File: src/cie_map.vh
// constants and rule summary for the compressed instruction expander
// Summary of operation
// - compression code 10b emits two instructions
// - first gets 00b, second 01b, half width
// - compressed and normal instructions freely interleave
// - indirect operands allowed in compressed instructions
// - packed-word nonzero subregister kept, LSB set
// - scalar sources pass unchanged to both
// - width 16 or 32, field decremented
// - plane second source register plus two
// - general LSB set, message register plus one
// - odd general register repeats same register
// - packed word under dword stride sets subregister MSB, at width 16 only
// - indirect address subregister bit one set
// - second instruction breakpoint cleared
`ifndef CIE_MAP_VH
`define CIE_MAP_VH
`define CIE_CC_NORMAL  2'h0
`define CIE_CC_SECOND  2'h1
`define CIE_CC_COMPR   2'h2
`define CIE_RF_ARCH    2'h0
`define CIE_RF_GEN     2'h1
`define CIE_RF_MSG     2'h2
`define CIE_W_DW       3'h1
`define CIE_W_UW       3'h2
`define CIE_W_W        3'h3
`define CIE_W_UB       3'h4
`define CIE_W_B        3'h5
`define CIE_HS_ZERO    2'h0
`define CIE_HS_ONE     2'h1
`define CIE_HS_TWO     2'h2
`define CIE_VS_ZERO    4'h0
`define CIE_EW_16      3'h4
`define CIE_EW_32      3'h5
`define CIE_OP_PLANE   7'h5a
`endif

File: src/cie_expander.v
// compressed instruction expander top
`timescale 1ns/1ps
`default_nettype none
`include "cie_map.vh"
module cie_expander (
  // clock and reset
  input  wire       clock,
  input  wire       rst_b,
  // fetch side
  input  wire       inValid,
  output wire       inReady,
  input  wire [6:0] inOpcode,
  input  wire [1:0] inCompCtrl,
  input  wire [2:0] inExecWidth,
  input  wire       inBreakpoint,
  input  wire [2:0] inDstType,
  input  wire [1:0] inDstHStride,
  input  wire [1:0] inDstFile,
  input  wire       inDstIndirect,
  input  wire [7:0] inDstRegNum,
  input  wire [4:0] inDstSubReg,
  input  wire [3:0] inDstAddrSub,
  input  wire [1:0] inS0File,
  input  wire       inS0Indirect,
  input  wire [7:0] inS0RegNum,
  input  wire [4:0] inS0SubReg,
  input  wire [3:0] inS0AddrSub,
  input  wire [3:0] inS0VStride,
  input  wire [1:0] inS0HStride,
  input  wire [2:0] inS0Type,
  input  wire [1:0] inS1File,
  input  wire       inS1Indirect,
  input  wire [7:0] inS1RegNum,
  input  wire [4:0] inS1SubReg,
  input  wire [3:0] inS1AddrSub,
  input  wire [3:0] inS1VStride,
  input  wire [1:0] inS1HStride,
  input  wire [2:0] inS1Type,
  // decode side
  output wire       outValid,
  input  wire       outReady,
  output wire [6:0] outOpcode,
  output wire [1:0] outCompCtrl,
  output wire [2:0] outExecWidth,
  output wire       outBreakpoint,
  output wire [7:0] outDstRegNum,
  output wire [4:0] outDstSubReg,
  output wire [3:0] outDstAddrSub,
  output wire [7:0] outS0RegNum,
  output wire [4:0] outS0SubReg,
  output wire [3:0] outS0AddrSub,
  output wire [7:0] outS1RegNum,
  output wire [4:0] outS1SubReg,
  output wire [3:0] outS1AddrSub,
  output wire       outSecond
);
  // ------------------------------------------------------------
  // second-half state
  // ------------------------------------------------------------
  reg        pend_q;
  reg [6:0]  opc_q;
  reg [2:0]  ew_q;
  reg [7:0]  dReg_q;
  reg [7:0]  s0Reg_q;
  reg [7:0]  s1Reg_q;
  reg [4:0]  dSub_q;
  reg [4:0]  s0Sub_q;
  reg [4:0]  s1Sub_q;
  reg [3:0]  dAdr_q;
  reg [3:0]  s0Adr_q;
  reg [3:0]  s1Adr_q;
  wire [7:0] dRegN;
  wire [7:0] s0RegN;
  wire [7:0] s1RegN;
  wire [4:0] dSubN;
  wire [4:0] s0SubN;
  wire [4:0] s1SubN;
  wire [3:0] dAdrN;
  wire [3:0] s0AdrN;
  wire [3:0] s1AdrN;
  wire isCompr = inCompCtrl == `CIE_CC_COMPR;
  wire mixedWord = inExecWidth == `CIE_EW_16 && inDstType == `CIE_W_DW &&
                   inDstHStride == `CIE_HS_ONE;
  wire [2:0] halfWidth = inExecWidth - 3'h1;
  // ------------------------------------------------------------
  // operand rewriters
  // ------------------------------------------------------------
  cie_operand_rewrite uDst (
    .isSrc       (1'b0),
    .regFile     (inDstFile),
    .indirect    (inDstIndirect),
    .register_number_field      (inDstRegNum),
    .subReg      (inDstSubReg),
    .addrSub     (inDstAddrSub),
    .vertical_stride     (4'h1),
    .horizontal_stride     (inDstHStride),
    .dataType    (inDstType),
    .mixedWord   (1'b0),
    .isPlaneSrc2 (1'b0),
    .regNumOut   (dRegN),
    .subRegOut   (dSubN),
    .addrSubOut  (dAdrN)
  );
  cie_operand_rewrite uS0 (
    .isSrc       (1'b1),
    .regFile     (inS0File),
    .indirect    (inS0Indirect),
    .register_number_field      (inS0RegNum),
    .subReg      (inS0SubReg),
    .addrSub     (inS0AddrSub),
    .vertical_stride     (inS0VStride),
    .horizontal_stride     (inS0HStride),
    .dataType    (inS0Type),
    .mixedWord   (mixedWord),
    .isPlaneSrc2 (1'b0),
    .regNumOut   (s0RegN),
    .subRegOut   (s0SubN),
    .addrSubOut  (s0AdrN)
  );
  cie_operand_rewrite uS1 (
    .isSrc       (1'b1),
    .regFile     (inS1File),
    .indirect    (inS1Indirect),
    .register_number_field      (inS1RegNum),
    .subReg      (inS1SubReg),
    .addrSub     (inS1AddrSub),
    .vertical_stride     (inS1VStride),
    .horizontal_stride     (inS1HStride),
    .dataType    (inS1Type),
    .mixedWord   (mixedWord),
    .isPlaneSrc2 (inOpcode == `CIE_OP_PLANE),
    .regNumOut   (s1RegN),
    .subRegOut   (s1SubN),
    .addrSubOut  (s1AdrN)
  );
  // ------------------------------------------------------------
  // handshake
  // ------------------------------------------------------------
  // stall fetch while second half pending
  assign inReady  = outReady && !pend_q;
  assign outValid = pend_q || inValid;
  wire firstTaken = inValid && inReady && isCompr;
  wire secondTaken = pend_q && outReady;
  always @(posedge clock or negedge rst_b) begin
    if (!rst_b) begin
      pend_q <= 1'b0;
    end else if (firstTaken) begin
      pend_q <= 1'b1;
    end else if (secondTaken) begin
      pend_q <= 1'b0;
    end
  end
  // ------------------------------------------------------------
  // second-half capture
  // ------------------------------------------------------------
  // opcode and half width
  always @(posedge clock or negedge rst_b) begin
    if (!rst_b) begin
      opc_q <= 7'h00;
      ew_q  <= 3'h0;
    end else if (firstTaken) begin
      opc_q <= inOpcode;
      ew_q  <= halfWidth;
    end
  end
  // destination second half
  always @(posedge clock or negedge rst_b) begin
    if (!rst_b) begin
      dReg_q <= 8'h00;
      dSub_q <= 5'h00;
      dAdr_q <= 4'h0;
    end else if (firstTaken) begin
      dReg_q <= dRegN;
      dSub_q <= dSubN;
      dAdr_q <= dAdrN;
    end
  end
  // first source second half
  always @(posedge clock or negedge rst_b) begin
    if (!rst_b) begin
      s0Reg_q <= 8'h00;
      s0Sub_q <= 5'h00;
      s0Adr_q <= 4'h0;
    end else if (firstTaken) begin
      s0Reg_q <= s0RegN;
      s0Sub_q <= s0SubN;
      s0Adr_q <= s0AdrN;
    end
  end
  // second source second half
  always @(posedge clock or negedge rst_b) begin
    if (!rst_b) begin
      s1Reg_q <= 8'h00;
      s1Sub_q <= 5'h00;
      s1Adr_q <= 4'h0;
    end else if (firstTaken) begin
      s1Reg_q <= s1RegN;
      s1Sub_q <= s1SubN;
      s1Adr_q <= s1AdrN;
    end
  end
  // ------------------------------------------------------------
  // output select
  // ------------------------------------------------------------
  // pass through otherwise
  assign outOpcode     = pend_q ? opc_q : inOpcode;
  assign outCompCtrl   = pend_q ? `CIE_CC_SECOND :
                         isCompr ? `CIE_CC_NORMAL : inCompCtrl;
  assign outExecWidth  = pend_q ? ew_q : isCompr ? halfWidth : inExecWidth;
  assign outBreakpoint = pend_q ? 1'b0 : inBreakpoint;
  assign outDstRegNum  = pend_q ? dReg_q : inDstRegNum;
  assign outDstSubReg  = pend_q ? dSub_q : inDstSubReg;
  assign outDstAddrSub = pend_q ? dAdr_q : inDstAddrSub;
  assign outS0RegNum   = pend_q ? s0Reg_q : inS0RegNum;
  assign outS0SubReg   = pend_q ? s0Sub_q : inS0SubReg;
  assign outS0AddrSub  = pend_q ? s0Adr_q : inS0AddrSub;
  assign outS1RegNum   = pend_q ? s1Reg_q : inS1RegNum;
  assign outS1SubReg   = pend_q ? s1Sub_q : inS1SubReg;
  assign outS1AddrSub  = pend_q ? s1Adr_q : inS1AddrSub;
  assign outSecond     = pend_q;
endmodule
`default_nettype wire

File: src/cie_operand_rewrite.v
// second-half rewrite of one register operand
`timescale 1ns/1ps
`default_nettype none
`include "cie_map.vh"
module cie_operand_rewrite (
  // operand in
  input  wire       isSrc,
  input  wire [1:0] regFile,
  input  wire       indirect,
  input  wire [7:0] register_number_field,
  input  wire [4:0] subReg,
  input  wire [3:0] addrSub,
  input  wire [3:0] vertical_stride,
  input  wire [1:0] horizontal_stride,
  input  wire [2:0] dataType,
  input  wire       mixedWord,
  input  wire       isPlaneSrc2,
  // operand out
  output reg  [7:0] regNumOut,
  output reg  [4:0] subRegOut,
  output reg  [3:0] addrSubOut
);
  wire scalar = isSrc && vertical_stride == `CIE_VS_ZERO && horizontal_stride == `CIE_HS_ZERO;
  always @* begin
    regNumOut  = register_number_field;
    subRegOut  = subReg;
    addrSubOut = addrSub;
    if (scalar) begin
      regNumOut = register_number_field;
    end else if (indirect) begin
      addrSubOut = addrSub | 4'h2;
    end else if (isPlaneSrc2) begin
      regNumOut = register_number_field + 8'h02;
    end else if (mixedWord && isSrc && horizontal_stride == `CIE_HS_ONE &&
                 (dataType == `CIE_W_W || dataType == `CIE_W_UW)) begin
      subRegOut = subReg | 5'h10;
    end else if (regFile == `CIE_RF_MSG) begin
      regNumOut = register_number_field + 8'h01;
    end else begin
      regNumOut = register_number_field | 8'h01;
    end
  end
endmodule
`default_nettype wire
File: config.mk
export PLATFORM = sky130hd
export DESIGN_NAME = cie_expander
export DESIGN_NICKNAME = d
export VERILOG_FILES = /design/src/cie_expander.v /design/src/cie_operand_rewrite.v
export VERILOG_INCLUDE_DIRS = /design/src /design/src/src
export SDC_FILE = /design/constraint.sdc
export NUM_CORES = 1
export LEC_CHECK = 0
export BUFFER_PORTS_ARGS = -buffer_cell sky130_fd_sc_hd__buf_2
export CORE_MARGIN = 5
export CORE_UTILIZATION = 35
export DETAILED_ROUTE_END_ITERATION = 8
export PLACE_DENSITY_LB_ADDON = 0.3
export SLEW_MARGIN = 0
export SYNTH_ARGS = -nofsm -noshare
export SYNTH_HDL_FRONTEND = slang
export SYNTH_SLANG_ARGS = --single-unit
File: constraint.sdc
create_clock -name clock -period 1.7 [get_ports clock]
set_input_delay 0.255 -clock clock [delete_from_list [all_inputs] [get_ports clock]]
set_output_delay 0.255 -clock clock [all_outputs]
set_load 0.02 [all_outputs]
==> impl_metrics.py <==
metrics = {
    "synthesis": {
        "synth_edf_count": 0,
        "synth_seq_area_share": 0.394,
        "syn_area_per_cell_um2": 9.01,
        "synth_nets": 543,
        "ys_top_cells_by_count": "135 x nand2_1, 62 x dfrtp_1, 60 x mux2_2",
        "synth_area_um2": 3940,
        "async_flop_share": 1.00,
        "netlist.area_leader.share": 0.394,
        "ys_seq_elements": 62,
        "synth_cell_types": 53,
        "yosys_warnings": 0,
        "syn_inst": 437,
        "synth.largest_area_cell": "dfrtp_1",
        "yosysMostFrequentCell": "nand2_1",
        "synth_flop_cell": "dfrtp_1",
        "synthTopCellsByArea": "dfrtp_1 39%, mux2_2 17%, nand2_1 13%, xor2_1 2.7%, nand3_1 2.3%",
    },
    "timing": {
        "fin_crit_ns": 1.80,
        "period_share": 1.06,
        "worst_pin_slew_ns": 0.686,
        "setup-violations-final": 60,
        "fmax_mhz": 556,
        "setup_slack_ns": -0.0976,
        "slew_violations": 0,
        "tns_ns": -3.48,
        "relSlewSlack": 0.542,
        "fin_skew_ns": 0.0113,
        "hold_viol_final": 0,
        "rsz0062_at_grt": "yes",
    },
    "drt": {
        "viasPerCell": 5.05,
        "wl_mm": 12.9,
        "ant_nets": 0,
        "dr.pass1.iters": 4,
        "drt-wirelength-per-cell_um": 16.7,
        "routed-via-count": 3911,
        "drtIter0Drc": 206,
        "drc": 0,
    },
    "clock_tree": {
        "clock_path_buffers": 2,
        "clock_latency_ns": 0.32,
        "tritoncts": "built",
        "cts.reportedPaths.clkPinSlew_ns": 0.06,
        "cts_made_buffers": 9,
        "clockRootBuffer": "clkbuf_16",
        "htree_levels": 3,
        "clock-sinks": 62,
    },
    "floorplan": {
        "core_area_um2": 10900,
        "die-height_um": 116,
        "initial_utilization": 0.360,
        "dieArea_um2": 13500,
        "io_pins": 167,
        "die_w_um": 116,
        "num_rows": 38,
    },
    "power_and_ir_drop": {
        "totalPowerFinal_uw": 5440,
        "power_density_nw_per_um2": 889,
        "peakVddDrop_uv": 507,
        "p_leak_uw": 0.00300,
    },
    "global_route": {
        "grt_max_degree": 63,
        "grt-ovfl-total": 0,
        "grt_usage": 0.177,
        "grt_pass1_wl_mm": 19.0,
        "antenna_found_initial": 0,
        "grt_pass1_vias": 3877,
    },
    "cells_and_area": {
        "drive_gt1_frac": 0.487,
        "area_growth_pct": 55.1,
        "antenna_cells": 0,
        "nets": 737,
        "final_area_um2": 6110,
        "final_cells": 775,
    },
    "setup_path": {
        "worstSetupPathType": "reg2out",
        "arrival_ns": 1.54,
        "worstPathMaxFanout": 11,
        "worstSetupStartpoint": "outSecond",
        "reg2reg_from": "outSecond",
        "required_ns": 1.44,
        "end_kind": "primary output",
        "startpoint_type": "flop",
    },
    "hold_path": {
        "worstHoldStart": "outReady",
        "hold_path.class": "in2reg",
    },
    "run_status": {
        "violations": "negative setup slack",
        "status": "complete, but fails checks",
    },
    "placed_design": {
        "globalplace.congestion": 0.824,
        "place_inst": 734,
        "portBuffers": 164,
        "dpl_cell_area_um2": 5010,
        "dp_hpwl_mm": 8.15,
        "preCtsSetupSlack_ns": -0.0350,
    },
    "flow_run": {
        "drv_cap": 0,
    },
}
==> stage by stage <==
stage | utilization | hold slack [ns]
3_3_place_gp | 0.458 | 0.304
4_1_cts | 0.523 | 0.117
2_1_floorplan | - | -0.0406
6_report | 0.559 | 0.127
5_1_grt | 0.559 | 0.134
3_5_place_dp | 0.458 | 0.301
==> sequential cells by signal (all words and copies together), names as in the netlist <==
| register | count |
|---|---|
| ew_q | 3 |
| dSub_q | 5 |
| s1Sub_q | 5 |
| outSecond | 1 |
| s0Adr_q | 4 |
| s1Reg_q | 8 |
| dReg_q | 8 |
| dAdr_q | 4 |
| s0Sub_q | 5 |
| opc_q | 7 |
| s0Reg_q | 8 |
| s1Adr_q | 4 |
==> layout make-up <==
type,count,area (um2)
Fill cell,973,4820
Multi-Input combinational cell,349,2420
Timing Repair Buffer,206,1630
Sequential cell,62,1550
Clock buffer,11,253
Tap cell,140,175
Clock inverter,4,70.1
Inverter,3,11.3
==> power by group <==
part | switching, uW | internal (uW)
logic | 737 | 736
registers | 176 | 1800
clock network | 639 | 1350
==> metal layers <==
| layer | global-route usage | wire, um | vias to the layer above |
|---|---|---|---|
| met5 | 0 | 0 | - |
| met4 | 0.0480 | 221 | 0 |
| met3 | 0.0319 | 929 | 16 |
| met2 | 0.295 | 6090 | 151 |
| met1 | 0.237 | 5690 | 1829 |
| li1 | - | - | 1915 |
==> cells by family after synthesis <==
| group | share of synthesized area |
|---|---|
| multiplexers | 0.187 |
| adder cells (fa/ha/maj) | 0.0191 |
| AND/OR/NAND/NOR | 0.259 |
| AO/OA/AOI/OAI | 0.0743 |
| buffers and inverters | 0.0334 |
| flip-flops | 0.394 |
| XOR/XNOR | 0.0334 |
==> path summary, 6_finish.rpt <==
| kind | endpoint | slack [ns] | cells past startpoint |
|---|---|---|---|
| min reg2reg | s0Sub_q[4] | 0.46 | 2 |
| min | outSecond | 0.13 | 2 |
| min in group asynchronous | dSub_q[2] | 0.46 | 3 |
| max | outOpcode[0] | -0.1 | 4 |
| max in group asynchronous | outSecond | 0.90 | 3 |
| max reg2reg | s1Reg_q[5] | -0.04 | 6 |
==> critical path: stages, from the launching register on <==
cell and delay, ns:
dfrtp_2 0.39, buf_8 0.16, buf_12 0.15, mux2_2 0.35
buf_2 0.16
==> placed cells by master, fill, tap and decap left out, drive strengths merged, types with 4 or more instances in the layout <==
| cell type | n |
|---|---|
| mux2i | 6 |
| and3 | 7 |
| xor2 | 12 |
| ha | 6 |
| buf | 202 |
| nand3b | 4 |
| a21oi | 6 |
| dfrtp | 62 |
| and2 | 4 |
| nor3b | 6 |
| nand3 | 19 |
| clkbuf | 14 |
| nand2 | 135 |
| nor2 | 6 |
| o21ai | 31 |
| nand4 | 6 |
| mux2 | 60 |
==> what timing repair did <==
item	in CTS	in global routing
hold buffers	1	0
resized for setup	65	74
buffers inserted	6	11
hold endpoints to repair	62	0
gates cloned	5	6
pin swaps	2	7
setup endpoints to repair	63	87
Note: power is estimated with default switching activity, not from simulation.
